===== src/sir_pkg.sv =====
`default_nettype none
package sir_pkg;
   // Register word indices; byte address is four times the index
   localparam logic [3:0] IDX_CTRL = 4'h0;
   localparam logic [3:0] IDX_RSTS = 4'h1;
   localparam logic [3:0] IDX_SCR0 = 4'h2;
   localparam logic [3:0] IDX_SCR3 = 4'h5;
   localparam logic [3:0] IDX_IDHI = 4'h6;
   localparam logic [3:0] IDX_IDLO = 4'h7;
   localparam logic [3:0] IDX_PUD = 4'h8;
   localparam logic [3:0] IDX_CLKO = 4'ha;
   localparam logic [3:0] IDX_GPS = 4'hb;
   localparam logic [3:0] IDX_PCE = 4'hc;
   localparam logic [3:0] IDX_ISALH = 4'hd;
   localparam logic [3:0] IDX_ISALL = 4'he;
   // Control field positions
   localparam int CTRL_DBG_BIT = 5;
   localparam int CTRL_SRST_BIT = 4;
   localparam int CTRL_STOP_LSB = 2;
   localparam int CTRL_WAIT_LSB = 0;
   // Reset-cause flags sit at bits 5:2; index within the flag group
   localparam int RSTS_LSB = 2;
   localparam int FLG_POR = 0;
   localparam int FLG_PIN = 1;
   localparam int FLG_WDOG = 2;
   localparam int FLG_SOFT = 3;
   localparam logic [3:0] FLAGS_POR_RST = 4'h1;
   // Implemented-bit masks
   localparam logic [15:0] PUD_MASK = 16'h0c08;
   localparam logic [15:0] CLKO_MASK = 16'h03ff;
   localparam logic [15:0] GPS_MASK = 16'h00ff;
   localparam logic [15:0] PCE_MASK = 16'h357c;
   localparam logic [15:0] ISALH_MASK = 16'h0003;
   // Reset values of the implemented bits
   localparam logic [15:0] PUD_RST = 16'h0000;
   localparam logic [15:0] CLKO_RST = 16'h0020;
   localparam logic [15:0] GPS_RST = 16'h0000;
   localparam logic [15:0] PCE_RST = 16'h0000;
   localparam logic [15:0] SAB_RST = 16'h0000;
   localparam logic [15:0] SCR_RST = 16'h0000;
   // Identification words, values arbitrary
   localparam logic [15:0] ID_UPPER_DEF = 16'h0a5a;
   localparam logic [15:0] ID_LOWER_DEF = 16'h0c3c;
   // Soft reset pulse length
   localparam int MCLK_NS = 8;
   localparam int SRST_NS = 128;
   localparam int SRST_CYC = (SRST_NS + MCLK_NS - 1) / MCLK_NS;
   // Soft reset sequencer states
   typedef enum logic [1:0] {
      SR_IDLE = 2'b01,
      SR_HOLD = 2'b10
   } sir_srst_t;
   // Merge write data into a word under the two low byte enables
   function automatic logic [15:0] sir_merge(input logic [15:0] old_v,
         input logic [15:0] new_v, input logic [1:0] be);
      logic [15:0] r;
      r = old_v;
      if (be[0]) begin
         r[7:0] = new_v[7:0];
      end
      if (be[1]) begin
         r[15:8] = new_v[15:8];
      end
      return r;
   endfunction
endpackage
`default_nettype wire


===== src/sir_bus_if.sv =====
`timescale 1ns/1ps
`default_nettype none
// Internal register access channel
interface sir_bus_if;
   logic wr_stb;
   logic [3:0] idx;
   logic [15:0] wdata;
   logic [1:0] be;
   logic [15:0] rdata;
   modport drv(output wr_stb, output idx, output wdata, output be,
      input rdata);
   modport regs(input wr_stb, input idx, input wdata, input be,
      output rdata);
   modport obs(input wr_stb, input idx, input wdata, input be);
endinterface
`default_nettype wire


===== src/sir_avs.sv =====
`timescale 1ns/1ps
`default_nettype none
module sir_avs (
   input wire logic mclk,
   input wire logic sys_rst,
   input wire logic [5:0] avs_address,
   input wire logic avs_read,
   input wire logic avs_write,
   input wire logic [31:0] avs_writedata,
   input wire logic [3:0] avs_byteenable,
   output logic [31:0] avs_readdata,
   output logic avs_waitrequest,
   sir_bus_if.drv bus
);
   import sir_pkg::*;
   typedef struct packed {
      logic ack;
      logic [15:0] rdata;
   } sir_avs_st_t;
   sir_avs_st_t st_r, st_nxt;

   ////////////////////////////////////////////////////////////////////
   // One wait cycle: sample read data, then release waitrequest
   always_comb begin
      st_nxt = st_r;
      st_nxt.ack = 1'b0;
      if ((avs_read || avs_write) && !st_r.ack) begin
         st_nxt.ack = 1'b1;
         if (avs_read) begin
            st_nxt.rdata = bus.rdata;
         end
      end
   end

   always_ff @(posedge mclk or posedge sys_rst) begin
      if (sys_rst) begin
         st_r <= '0;
      end else begin
         st_r <= st_nxt;
      end
   end

   ////////////////////////////////////////////////////////////////////
   // Writes take effect on the edge where waitrequest is low
   assign avs_waitrequest = (avs_read || avs_write) && !st_r.ack;
   assign bus.wr_stb = avs_write && st_r.ack;
   assign bus.idx = avs_address[5:2];
   assign bus.wdata = avs_writedata[15:0];
   assign bus.be = avs_byteenable[1:0];
   assign avs_readdata = {16'h0000, st_r.rdata}; // Upper lanes read zero
endmodule
`default_nettype wire


===== src/sir_rst_cause.sv =====
`timescale 1ns/1ps
`default_nettype none
module sir_rst_cause (
   input wire logic mclk,
   input wire logic sys_rst,
   input wire logic pin_reset,
   input wire logic watchdog_reset,
   input wire logic soft_reset_active,
   output logic [3:0] flags,
   sir_bus_if.obs bus
);
   import sir_pkg::*;
   typedef struct packed {
      logic [3:0] flags;
   } sir_rc_st_t;
   sir_rc_st_t st_r, st_nxt;
   logic [15:0] wr_img;
   logic [3:0] set_m;
   logic [3:0] clr_m;

   ////////////////////////////////////////////////////////////////////
   // Inverted write, then hardware sets win over any clear
   always_comb begin
      st_nxt = st_r;
      wr_img = sir_merge({10'h000, st_r.flags, 2'b00}, ~bus.wdata,
         bus.be);
      set_m = '0;
      clr_m = '0;
      if (bus.wr_stb && bus.idx == IDX_RSTS) begin
         st_nxt.flags = wr_img[RSTS_LSB +: 4];
      end
      // Flags follow their source while it is active
      if (pin_reset) begin
         set_m[FLG_PIN] = 1'b1;
      end
      if (watchdog_reset) begin
         set_m[FLG_WDOG] = 1'b1;
      end
      if (soft_reset_active) begin
         set_m[FLG_SOFT] = 1'b1;
      end
      if (pin_reset || watchdog_reset || soft_reset_active) begin
         clr_m[FLG_POR] = 1'b1;
      end
      if (pin_reset || watchdog_reset) begin
         clr_m[FLG_SOFT] = 1'b1;
      end
      st_nxt.flags = (st_nxt.flags & ~clr_m) | set_m;
   end

   // Only power-on reset initialises the flags
   always_ff @(posedge mclk or posedge sys_rst) begin
      if (sys_rst) begin
         st_r.flags <= FLAGS_POR_RST;
      end else begin
         st_r <= st_nxt;
      end
   end

   assign flags = st_r.flags;
endmodule
`default_nettype wire


===== src/sir_regs.sv =====
`timescale 1ns/1ps
`default_nettype none
// Behaviour
// - Control bits 15..6 read zero, ignore writes
// - Control bit 5 forces debug clock on
// - Writing a one to control bit 4 triggers software reset
// - Stop field 00 allows, 01 blocks rewritably
// - Stop field 1x blocks and locks until reset
// - Wait field 00 allows, 01 blocks rewritably
// - Wait field 1x blocks and locks until reset
// - Only power-on initialises flags; others set own
// - Status bit 5 marks software reset
// - Software flag cleared by hardware reset, software
// - Cause flags: write 0 sets, 1 clears
// - Status bit 4 marks watchdog reset
// - Status bit 3 marks reset pin reset
// - Status bit 2 marks power-on reset
// - Status bits 15..6, 1..0 read zero
// - Four general 16-bit read/write software words
// - Two read-only identification halves ignore writes
// - Clock enable register, unused bits read one
// - Short address base split, high unused read one
// - Pin select: eight bits, upper bits zero
// - Software words reset by power-on only
module sir_regs #(
   parameter logic [15:0] ID_UPPER = sir_pkg::ID_UPPER_DEF,
   parameter logic [15:0] ID_LOWER = sir_pkg::ID_LOWER_DEF,
   parameter int SRST_CYC = sir_pkg::SRST_CYC
) (
   input wire logic mclk,
   input wire logic sys_rst,
   input wire logic [5:0] avs_address,
   input wire logic avs_read,
   input wire logic avs_write,
   input wire logic [31:0] avs_writedata,
   input wire logic [3:0] avs_byteenable,
   output logic [31:0] avs_readdata,
   output logic avs_waitrequest,
   input wire logic pin_reset,
   input wire logic watchdog_reset,
   input wire logic tap_enabled,
   input wire logic core_stop_req,
   input wire logic core_wait_req,
   output logic debug_clock_en,
   output logic stop_entry,
   output logic wait_entry,
   output logic soft_reset_out,
   output logic [15:0] pullup_disable_bits,
   output logic [15:0] clock_output_bits,
   output logic [15:0] pin_select_bits,
   output logic [15:0] periph_clk_en,
   output logic [17:0] short_address_base
);
   import sir_pkg::*;

   localparam int CW = $clog2(SRST_CYC + 1);
   localparam logic [CW-1:0] SRST_LAST = CW'(SRST_CYC - 1);

   // Software word slot from a word index
   function automatic logic [1:0] scr_slot(input logic [3:0] idx);
      return 2'(idx - IDX_SCR0);
   endfunction

   // Unused positions read as one
   function automatic logic [15:0] ones_fill(input logic [15:0] v,
         input logic [15:0] mask);
      return (v & mask) | ~mask;
   endfunction

   typedef struct packed {
      logic dbg;
      logic [1:0] stopc;
      logic [1:0] waitc;
      logic [3:0][15:0] scr;
      logic [15:0] pud;
      logic [15:0] clko;
      logic [15:0] gps;
      logic [15:0] pce;
      logic [15:0] isalh;
      logic [15:0] isall;
      sir_srst_t srst;
      logic [CW-1:0] scnt;
      logic dbg_out;
      logic stop_out;
      logic wait_out;
   } sir_regs_t;

   sir_regs_t st_r, st_nxt;
   sir_bus_if bus ();
   logic [3:0] flags;
   logic soft_active;
   logic sys_hw_rst;
   logic [15:0] ctrl_rd;
   logic [15:0] m;
   logic wr;
   logic srst_hit;

   ////////////////////////////////////////////////////////////////////
   // Bus slave and reset-cause flags
   sir_avs u_avs (
      .mclk(mclk),
      .sys_rst(sys_rst),
      .avs_address(avs_address),
      .avs_read(avs_read),
      .avs_write(avs_write),
      .avs_writedata(avs_writedata),
      .avs_byteenable(avs_byteenable),
      .avs_readdata(avs_readdata),
      .avs_waitrequest(avs_waitrequest),
      .bus(bus.drv)
   );

   sir_rst_cause u_cause (
      .mclk(mclk),
      .sys_rst(sys_rst),
      .pin_reset(pin_reset),
      .watchdog_reset(watchdog_reset),
      .soft_reset_active(soft_active),
      .flags(flags),
      .bus(bus.obs)
   );

   ////////////////////////////////////////////////////////////////////
   // Any non power-on system reset
   assign soft_active = (st_r.srst == SR_HOLD);
   assign sys_hw_rst = pin_reset || watchdog_reset || soft_active;
   // A one written to the trigger bit
   assign srst_hit = bus.wr_stb && bus.idx == IDX_CTRL && bus.be[0] &&
      bus.wdata[CTRL_SRST_BIT];

   // Control readback; trigger bit and upper bits read zero
   always_comb begin
      ctrl_rd = 16'h0000;
      ctrl_rd[CTRL_DBG_BIT] = st_r.dbg;
      ctrl_rd[CTRL_STOP_LSB +: 2] = st_r.stopc;
      ctrl_rd[CTRL_WAIT_LSB +: 2] = st_r.waitc;
   end

   ////////////////////////////////////////////////////////////////////
   // Read multiplexer
   always_comb begin
      case (bus.idx)
         IDX_CTRL: begin
            bus.rdata = ctrl_rd;
         end
         IDX_RSTS: begin
            bus.rdata = {10'h000, flags, 2'b00};
         end
         4'h2, 4'h3, 4'h4, IDX_SCR3: begin
            bus.rdata = st_r.scr[scr_slot(bus.idx)];
         end
         IDX_IDHI: begin
            bus.rdata = ID_UPPER;
         end
         IDX_IDLO: begin
            bus.rdata = ID_LOWER;
         end
         IDX_PUD: begin
            bus.rdata = st_r.pud & PUD_MASK;
         end
         IDX_CLKO: begin
            bus.rdata = st_r.clko & CLKO_MASK;
         end
         IDX_GPS: begin
            bus.rdata = st_r.gps & GPS_MASK;
         end
         IDX_PCE: begin
            bus.rdata = ones_fill(st_r.pce, PCE_MASK);
         end
         IDX_ISALH: begin
            bus.rdata = ones_fill(st_r.isalh, ISALH_MASK);
         end
         IDX_ISALL: begin
            bus.rdata = st_r.isall;
         end
         default: begin
            bus.rdata = 16'h0000;
         end
      endcase
   end

   ////////////////////////////////////////////////////////////////////
   // Next-state logic for the register bank
   always_comb begin
      st_nxt = st_r;
      wr = bus.wr_stb && !sys_hw_rst;
      m = 16'h0000;
      case (bus.idx)
         IDX_CTRL: begin
            m = sir_merge(ctrl_rd, bus.wdata, bus.be);
         end
         IDX_PUD: begin
            m = sir_merge(st_r.pud, bus.wdata, bus.be) & PUD_MASK;
         end
         IDX_CLKO: begin
            m = sir_merge(st_r.clko, bus.wdata, bus.be) & CLKO_MASK;
         end
         IDX_GPS: begin
            m = sir_merge(st_r.gps, bus.wdata, bus.be) & GPS_MASK;
         end
         IDX_PCE: begin
            m = sir_merge(st_r.pce, bus.wdata, bus.be) & PCE_MASK;
         end
         IDX_ISALH: begin
            m = sir_merge(st_r.isalh, bus.wdata, bus.be) & ISALH_MASK;
         end
         IDX_ISALL: begin
            m = sir_merge(st_r.isall, bus.wdata, bus.be);
         end
         4'h2, 4'h3, 4'h4, IDX_SCR3: begin
            m = sir_merge(st_r.scr[scr_slot(bus.idx)], bus.wdata, bus.be);
         end
         default: begin
            m = 16'h0000;
         end
      endcase

      // Register writes; identification and status have none here
      if (wr) begin
         case (bus.idx)
            IDX_CTRL: begin
               st_nxt.dbg = m[CTRL_DBG_BIT];
               // A field holding 1x stays locked until reset
               if (!st_r.stopc[1]) begin
                  st_nxt.stopc = m[CTRL_STOP_LSB +: 2];
               end
               if (!st_r.waitc[1]) begin
                  st_nxt.waitc = m[CTRL_WAIT_LSB +: 2];
               end
               if (srst_hit) begin
                  st_nxt.srst = SR_HOLD;
                  st_nxt.scnt = SRST_LAST;
               end
            end
            IDX_PUD: begin
               st_nxt.pud = m;
            end
            IDX_CLKO: begin
               st_nxt.clko = m;
            end
            IDX_GPS: begin
               st_nxt.gps = m;
            end
            IDX_PCE: begin
               st_nxt.pce = m;
            end
            IDX_ISALH: begin
               st_nxt.isalh = m;
            end
            IDX_ISALL: begin
               st_nxt.isall = m;
            end
            4'h2, 4'h3, 4'h4, IDX_SCR3: begin
               st_nxt.scr[scr_slot(bus.idx)] = m;
            end
            default: begin
               st_nxt.dbg = st_r.dbg;
            end
         endcase
      end

      // Soft reset pulse sequencer
      case (st_r.srst)
         SR_IDLE: begin
            st_nxt.scnt = (st_nxt.srst == SR_HOLD) ? SRST_LAST : '0;
         end
         SR_HOLD: begin
            if (st_r.scnt == '0) begin
               st_nxt.srst = SR_IDLE;
            end else begin
               st_nxt.scnt = st_r.scnt - 1'b1;
            end
         end
         default: begin
            st_nxt.srst = SR_IDLE;
            st_nxt.scnt = '0;
         end
      endcase

      // Other system resets clear control and map, not software words
      if (sys_hw_rst) begin
         st_nxt.dbg = 1'b0;
         st_nxt.stopc = 2'b00;
         st_nxt.waitc = 2'b00;
         st_nxt.pud = PUD_RST;
         st_nxt.clko = CLKO_RST;
         st_nxt.gps = GPS_RST;
         st_nxt.pce = PCE_RST;
         st_nxt.isalh = SAB_RST;
         st_nxt.isall = SAB_RST;
         // Software words keep their value
      end

      // Registered block outputs
      st_nxt.dbg_out = st_r.dbg || tap_enabled;
      st_nxt.stop_out = core_stop_req && (st_r.stopc == 2'b00);
      st_nxt.wait_out = core_wait_req && (st_r.waitc == 2'b00);
   end

   ////////////////////////////////////////////////////////////////////
   // State register; power-on reset initialises everything
   always_ff @(posedge mclk or posedge sys_rst) begin
      if (sys_rst) begin
         st_r.dbg <= 1'b0;
         st_r.stopc <= 2'b00;
         st_r.waitc <= 2'b00;
         st_r.scr <= {4{SCR_RST}};
         st_r.pud <= PUD_RST;
         st_r.clko <= CLKO_RST;
         st_r.gps <= GPS_RST;
         st_r.pce <= PCE_RST;
         st_r.isalh <= SAB_RST;
         st_r.isall <= SAB_RST;
         st_r.srst <= SR_IDLE;
         st_r.scnt <= '0;
         st_r.dbg_out <= 1'b0;
         st_r.stop_out <= 1'b0;
         st_r.wait_out <= 1'b0;
      end else begin
         st_r <= st_nxt;
      end
   end

   ////////////////////////////////////////////////////////////////////
   // Outputs
   // Core controls, from flip-flops
   assign debug_clock_en = st_r.dbg_out;
   assign stop_entry = st_r.stop_out;
   assign wait_entry = st_r.wait_out;
   // Soft reset pulse from the sequencer
   assign soft_reset_out = soft_active;
   // Pin and clock map
   assign pullup_disable_bits = st_r.pud;
   assign clock_output_bits = st_r.clko;
   assign pin_select_bits = st_r.gps;
   // Clock enables and short address base
   assign periph_clk_en = ones_fill(st_r.pce, PCE_MASK);
   assign short_address_base = {st_r.isalh[1:0], st_r.isall};
endmodule
`default_nettype wire


===== config.mk =====
export PLATFORM = sky130hd
export DESIGN_NAME = sir_regs
export DESIGN_NICKNAME = d
export VERILOG_FILES = /design/src/sir_pkg.sv /design/src/sir_bus_if.sv /design/src/sir_avs.sv /design/src/sir_rst_cause.sv /design/src/sir_regs.sv
export SDC_FILE = /design/constraint.sdc
export NUM_CORES = 1
export LEC_CHECK = 0
export ABC_AREA = 1
export BUFFER_PORTS_ARGS = -buffer_cell sky130_fd_sc_hd__buf_2
export CAP_MARGIN = 5
export CORE_MARGIN = 4
export CORE_UTILIZATION = 47
export CTS_CLUSTER_SIZE = 20
export DETAILED_ROUTE_END_ITERATION = 16
export GPL_ROUTABILITY_DRIVEN = 0
export PLACE_DENSITY = 0.69
export SYNTH_ARGS = -nofsm -noshare
export SYNTH_HDL_FRONTEND = slang
export SYNTH_SLANG_ARGS = --single-unit

===== constraint.sdc =====
create_clock -name mclk -period 8.1 [get_ports mclk]
set_clock_uncertainty 0.15 [all_clocks]
set_input_delay 2.43 -clock mclk [delete_from_list [all_inputs] [get_ports mclk]]
set_output_delay 2.43 -clock mclk [all_outputs]
set_load 0.02 [all_outputs]

[After elaboration in Yosys (flattened, before gate mapping)]
Cells that the tools add are included.
Storage, ports and cells
  register bits after elaboration: 180
  input bits: 51
  output and inout bits: 119
Operators by class
  $add $sub $neg: 2
  magnitude comparators: 2
  equality and inequality tests: 21
  mux-type cells: 51
  bitwise gates (word level): 4
  reduce and logical (&&, ||, !) cells: 41
Operators with widths (number)
  case mux 16 bit (11 select lines): 1
  two-way mux 172 bit: 1
  two-way mux 16 bit: 9
  case mux 16 bit (8 select lines): 1
  two-way mux 96 bit: 1
  bitwise mux 64 bit: 1
  two-way mux 64 bit: 1
  two-way mux 8 bit: 8
  binary-select mux 16 bit (select 2 bit): 1
  demux 16 bit (select 2 bit): 1
  equality test 4 bit, second input constant: 6
  two-way mux 7 bit: 3
  two-way mux 4 bit: 5
  AND reduction 2 bit: 9
  two-way mux 17 bit: 1
  equality test 4 x 3 -> 1 bit, second input constant: 4
  nonzero test 2 bit: 8
  two-way mux 6 bit: 2
  logical AND 1 bit: 10
  two-way mux 2 bit: 5
  two-way mux 5 bit: 2
  case mux 5 bit (2 select lines): 1
  inequality test 3 bit, second input constant: 3
  AND reduction 3 bit: 3
  21 further kinds: 34

[Depth between registers and ports, before layout]
Gate-level depths: netlist of run 1.
  depth in word-level cells: 11
  depth in mapped cells: 13
  mapped depth without buffers: 12

[Cells and area by module]
A second synthesis of run 1 with hierarchy kept.
Second synthesis, totals
  cells, all modules: 1349
  area, all modules: 10289.9 sq um
By module, submodules not included
  sir_regs: times used 1, cells an instance 1176, area an instance 8861.0 sq um
  sir_avs: times used 1, cells an instance 134, area an instance 1162.4 sq um
  sir_rst_cause: times used 1, cells an instance 39, area an instance 266.5 sq um

[Least setup slack after synthesis of run 1]
Ideal clock, no wire load.
  path kind: input to output
  from: in avs_write
  to: out avs_waitrequest
  arrival: 2.789 ns
  slack: 2.731 ns
  cell stages on the path: 2
  buffers on the path: 0
  cells stage by stage: nor2_1 nor2_1
On the way
  word-level cells in the longest chain between the ends: 2
RTL lines
  start: declaration: RTL line sir_regs.sv:34  | input wire logic avs_write,
  logical OR 1 bit: RTL line sir_avs.sv:45  | assign avs_waitrequest = (avs_read || avs_write) && !st_r.ack;
  logical AND 1 bit: RTL line sir_avs.sv:45
  end: declaration: RTL line sir_regs.sv:38  | output logic avs_waitrequest,
No other way between the ends.

[Worst setup path in the final report of run 1]
Same ends and word-level chain as after synthesis.

==> results of run 1 <==
-- where the power goes --
part / internal, mW / switching [mW] / leakage (nW)
combinational: 0.0784 / 0.219 / 3.10
clock: 0.505 / 0.364 / 0.298
sequential: 0.928 / 0.0232 / 2.27
total: 1.51 / 0.607 / 5.67
-- kinds of logic (layout without fill, tap and decap cells) --
family	count (synthesis)	count (layout)	share of synthesized area
AND/OR/NAND/NOR	716	716	0.305
adder cells (fa/ha/maj)	3	3	0.00383
XOR/XNOR	2	2	0.00179
other	2	23	0.000766
flip-flops	175	175	0.447
AO/OA/AOI/OAI	147	147	0.0805
buffers and inverters	291	297	0.161
-- worst max-delay path, stage by stage --
cell	delay [ns]
buf_2	0.10
nor2_1	0.04
nor2_1	0.16
buf_2	0.21
-- worst paths after layout --
kind,startpoint,to,slack (ns)
max,avs_write,avs_waitrequest,2.58
min,u_avs.st_r[16],u_avs.st_r[16],0.32
max reg2reg,st_r[8],flop,4.97
min reg2reg,u_avs.st_r[16],u_avs.st_r[16],0.32
max in group asynchronous,sys_rst,clock_output_bits[0],4.36
min in group asynchronous,sys_rst,pullup_disable_bits[15],2.05
-- metal layers --
metal,share of wire,vias to the layer above,global-route usage,wire (µm)
li1,-,4053,-,-
met3,0.091,61,0.0511,2540
met4,0.032,0,0.0980,889
met2,0.45,457,0.373,12500
met5,0,-,0,0
met1,0.43,4090,0.340,12100
-- Yosys cell counts (2+ instances only) --
cell type,instances
buf_4,122
nand3b_1,3
nor3b_1,2
o22ai_1,7
nor2_4,3
nand2_2,4
o2111ai_1,2
nand4_2,3
buf_2,23
nand4_1,10
nand3_2,3
a21oi_2,4
inv_2,8
nand2_4,3
dfrtp_1,172
nor2_2,8
or2_2,5
o21ai_0,66
clkbuf_1,11
conb_1,2
inv_1,122
buf_1,4
nand2_1,471
nor2_1,115
nor3_1,7
ha_1,3
a21oi_1,30
nand3_1,75
dfstp_2,3
a21boi_0,2
o21ai_1,31
-- metrics by stage --
step                cells  utilization  setup WS [ns]
global placement     1601        0.483           2.62
floorplan            1357            -          0.780
global route         1633        0.513           2.53
CTS                  1633        0.513           2.58
finish               1633        0.513           2.58
detailed placement   1601        0.483           2.58
-- final cells by class --
class | count | area, µm²
fill | 1943 | 9920
sequential | 175 | 4380
multi-input combinational | 891 | 3920
timing repair buffer | 134 | 691
inverter | 131 | 499
clock buffer | 21 | 460
tap | 270 | 338
clock inverter | 11 | 155
==> run_results.csv, run 1 <==
group,metric,value,unit
die,die_h,152,µm
drt,drt-pass1-iter-count,5,
final_layout,diodes,0,
final_layout,final_nets,1404,
pwr,power,2.12,mW
critical_path,required,5.52,ns
global_route,grt_overflow,0,
placed_design,post-dp-hpwl,19.7,mm
job,cap_violations,0,
die,die_w,152,µm
yosys,synthArstFlopShare,1.00,
die,rows,52,
drt,drc,0,
yosys,synth_flop_cell,"dfrtp_1",
final_layout,final_common_cell,"nand2_1",
sta,relSlewSlack,0.285,
drt,num_vias,8661,
critical_path,cp-end-kind,"output port",
worst_hold_path,min_path_type,"reg -> reg",
sta,tns,0,ns
critical_path,crit_arrival,2.94,ns
pwr,p_leak,5.67,nW
yosys,ys_top_cells_by_area,"dfrtp_1, nand2_1, buf_4, inv_1, nor2_1",
yosys,synth_top_area_frac,0.439,
clock_network,clock_latency,0.45,ns
drt,ant_nets,0,
sta,rsz0062_at_grt,"false",
sta,fin_crit_sh,0.681,
drt,drt-initial-drc-count,858,
yosys,synth.avg_cell_area,7.34,µm²
clock_network,cts_sinks,175,
yosys,ys_ff_latch,175,
die,core_area,20400,µm²
final_layout,layout_common_cells,"nand2_1, dfrtp_1, buf_2",
global_route,grt_pass1_vias,8210,
yosys,yosysTopAreaCell,"dfrtp_1",
critical_path,cp_max_fo,3,
sta,finalHoldViolCount,0,
sta,period_needed,5.52,ns
clock_network,post_cts_resized,0,
critical_path,worst-setup-path-type,"in -> out",
sta,worstMarginPinSlew,1.07,ns
clock_network,cts.reportedPaths.clkPinSlew,0.07,ns
drt,drt_wl_total,28.0,mm
clock_network,postCtsHoldBufs,0,
sta,hold_slack,0.317,ns
run_status,status,"finished clean",
drt,via_per_inst,5.30,
die,io_pins,170,
die,die_area,23200,µm²
yosys,yosysUniqueCellTypes,43,
die,start_util,0.481,
critical_path,r2r_cells,11,
critical_path,critPathLaunchType,"input pin",
final_layout,fin_area,10400,µm²
global_route,grtUsageTotal,0.243,
yosys,netlist_area,9800,µm²
global_route,grt_max_degree,113,
yosys,synth_edf_count,0,
sta,finalSetupViolCount,0,
global_route,grt_pass1_wl,45.0,mm
clock_network,htree_levels,4,
yosys,postSynthCellCount,1336,
sta,max_freq,181,MHz
placed_design,postPlaceCellArea,9830,µm²
global_route,grt_antenna_before_repair,0,
clock_network,cts_setup_buffers,0,
clock_network,cts_buffer_depth,2,
pwr,peakVddDrop,0.000151,V
yosys,yosysSeqAreaShare,0.447,
clock_network,cts_tree,"built",
sta,slew_viol_final,0,
final_layout,layout-drive-gt1-share,0.156,
clock_network,cts_root_buffer,"clkbuf_16",
placed_design,io_buffers,126,
drt,routedWlPerCell,17.2,µm
worst_hold_path,min_path_cells,1,
final_layout,syn_to_final_growth,6.54,%
clock_network,cts_buffers,17,
pwr,power.density,203,nW/µm²
yosys,yosys_warnings,0,
Power figures use the tool's default switching activity.
==> run 2, diff against run 1 <==
ABC_AREA = 0   (was 1)
PLACE_DENSITY = 0.72   (was 0.69)
clock period = 4.75 ns   (was 8.1 ns; I/O delays follow)
==> run 2 against run 1 <==
Effect of this change: setup slack lost 1.5 ns; count of clock-buffer cells in the layout down 4; via count down 19%; first-iteration DRC count is 11% higher; largest power group unchanged.
==> run_results.csv, run 2 <==
group,metric,value,unit
pwr,combPwrFrac,0.119,
global_route,grt_pass1_wl,39.5,mm
sta,finalHoldViolCount,0,
final_layout,multi_input_area,3790,µm²
critical_path,slowest_delay,0.55,ns
die,die_h,148,µm
sta,relSlewSlack,0.278,
final_layout,seq_area,4380,µm²
worst_hold_path,min_path_type,"reg -> reg",
critical_path,path_cells,"buf_2, buf_4, nor2b_1, nand2_1, buf_4, nand2_1, o21ai_0",
clock_network,cts_setup_buffers,0,
job,cap_violations,0,
yosys,yosys_warnings,0,
clock_network,cts_buffer_depth,2,
critical_path,cp_max_fo,28,
yosys,synth_flop_cell,"dfrtp_1",
yosys,synthArstFlopShare,1.00,
pwr,p_leak,4.87,nW
drt,drt_wl_total,25.3,mm
pwr,power.density,336,nW/µm²
drt,ant_nets,0,
yosys,postSynthCellCount,903,
die,start_util,0.477,
clock_network,htree_levels,4,
final_layout,fillerInstances,1722,
die,core_area,19400,µm²
global_route,grt_pass1_vias,6873,
clock_network,clock_latency,0.44,ns
yosys,yosysSeqAreaShare,0.473,
clock_network,cts_root_buffer,"clkbuf_16",
die,rows,51,
die,die_w,148,µm
drt,num_vias,7021,
clock_network,cts_buffers,17,
final_layout,fin_area,9970,µm²
sta,max_freq,269,MHz
placed_design,io_buffers,126,
run_status,status,"finished clean",
clock_network,postCtsHoldBufs,0,
clock_network,post_cts_resized,0,
drt,drt-pass1-iter-count,5,
yosys,synth_edf_count,0,
clock_network,cts_tree,"built",
yosys,netlist_area,9260,µm²
critical_path,crit_arrival,3.86,ns
yosys,synth_top_area_frac,0.465,
die,io_pins,170,
sta,fin_ws,1.04,ns
pwr,p_seq_frac,0.468,
global_route,grt_overflow,0,
sta,worstMarginPinSlew,1.07,ns
final_layout,layout-drive-gt1-share,0.268,
sta,tns,0,ns
critical_path,worst-setup-path-type,"in -> reg",
final_layout,stdcell_count,1205,
clock_network,cts_sinks,175,
critical_path,cp-end-kind,"flop",
pwr,peakVddDrop,0.000293,V
clock_network,cts.reportedPaths.clkPinSlew,0.07,ns
sta,period_needed,3.71,ns
yosys,ys_ff_latch,175,
pwr,power,3.35,mW
placed_design,post-dp-hpwl,17.7,mm
yosys,yosysTopAreaCell,"dfrtp_1",
yosys,ys_top_cells_by_area,"dfrtp_1, buf_4, o21ai_0, nand2_1, mux2_2",
drt,drc,0,
final_layout,final_common_cell,"dfrtp_1",
final_layout,diodes,0,
critical_path,critPathLaunchType,"input pin",
drt,drt-initial-drc-count,955,
global_route,grt_antenna_before_repair,2,
pwr,p_sw_frac,0.291,
yosys,synth_common_cells,"dfrtp_1, buf_4, nand2_1, o21ai_0, a21oi_1",
global_route,grt_max_degree,127,
final_layout,layout_common_cells,"dfrtp_1, buf_2, nand2_1, o21ai_0, a21oi_1",
pwr,p_switching,0.974,mW
sta,rsz0062_at_grt,"false",
final_layout,syn_to_final_growth,7.64,%
final_layout,final_core_util,0.514,
pwr,p_int,2.37,mW
yosys,synth.avg_cell_area,10.3,µm²
sta,slew_viol_final,0,
drt,routedWlPerCell,21.0,µm
placed_design,postPlaceCellArea,9380,µm²
pwr,p_clk_frac,0.413,
sta,fin_crit_sh,0.781,
global_route,grtUsageTotal,0.231,
yosys,yosysMostFrequentCell,"dfrtp_1",
critical_path,slowest_stage,"buf_2",
drt,via_per_inst,5.83,
sta,hold_slack,0.317,ns
placed_design,dp_cells,1173,
die,die_area,22000,µm²
sta,finalSetupViolCount,0,
yosys,yosysUniqueCellTypes,86,
critical_path,required,4.90,ns
final_layout,final_nets,981,
placed_design,pre_cts_ws,0.626,ns
-- run 2: layer usage --
metal	global-route usage	share of wire
met5	0	0.00083
met4	0.0965	0.037
met3	0.0594	0.092
met2	0.343	0.45
met1	0.324	0.42
-- run 2: cell type report --
cell class	instances	area share
clock buffer	17	0.0427
timing repair buffer	148	0.0811
clock inverter	15	0.0163
sequential	175	0.440
tap	265	0.0333
multi-input combinational	570	0.381
inverter	15	0.00603
-- run 2: final timing paths --
path                                  startpoint               endpoint  slack [ns]  depth (start not counted)
setup / recovery                  avs_address[3]                   flop        1.04                          7
hold / removal             u_avs.avs_readdata[1]  u_avs.avs_readdata[1]        0.32                          2
setup reg to reg                         st_r[8]                   flop        1.41                          8
hold reg to reg            u_avs.avs_readdata[1]  u_avs.avs_readdata[1]        0.32                          2
max in group asynchronous                sys_rst       u_cause.flags[1]        2.91                          3
min in group asynchronous                sys_rst              async pin        1.04                          3
-- run 2: cell families after synthesis --
logic type / after synthesis / synth area share
and+or+nand+nor: 248 / 0.134
AOI/OAI and AO/OA: 244 / 0.179
buffers and inverters: 179 / 0.126
DFF: 175 / 0.473
muxes: 46 / 0.0769
xor gates and xnor gates: 5 / 0.00554
adders and majority gates: 4 / 0.00527
other: 2 / 0.000811
-- run 2: power groups by stage --
stage	registers, mW	logic [mW]	clock network (mW)
6_report	1.57	0.398	1.38
5_1_grt	1.57	0.431	1.48
4_1_cts	1.57	0.395	1.40
3_5_place_dp	1.59	0.393	0
3_3_place_gp	1.59	0.387	0
2_1_floorplan	1.59	0.311	0
-- run 2: worst max-delay path, delay by kind of cell --
kind                   cells  cell delay, ns
buffers and inverters      3            1.25
AOI/OAI and AO/OA          1            0.07
and+or+nand+nor            3            1.09
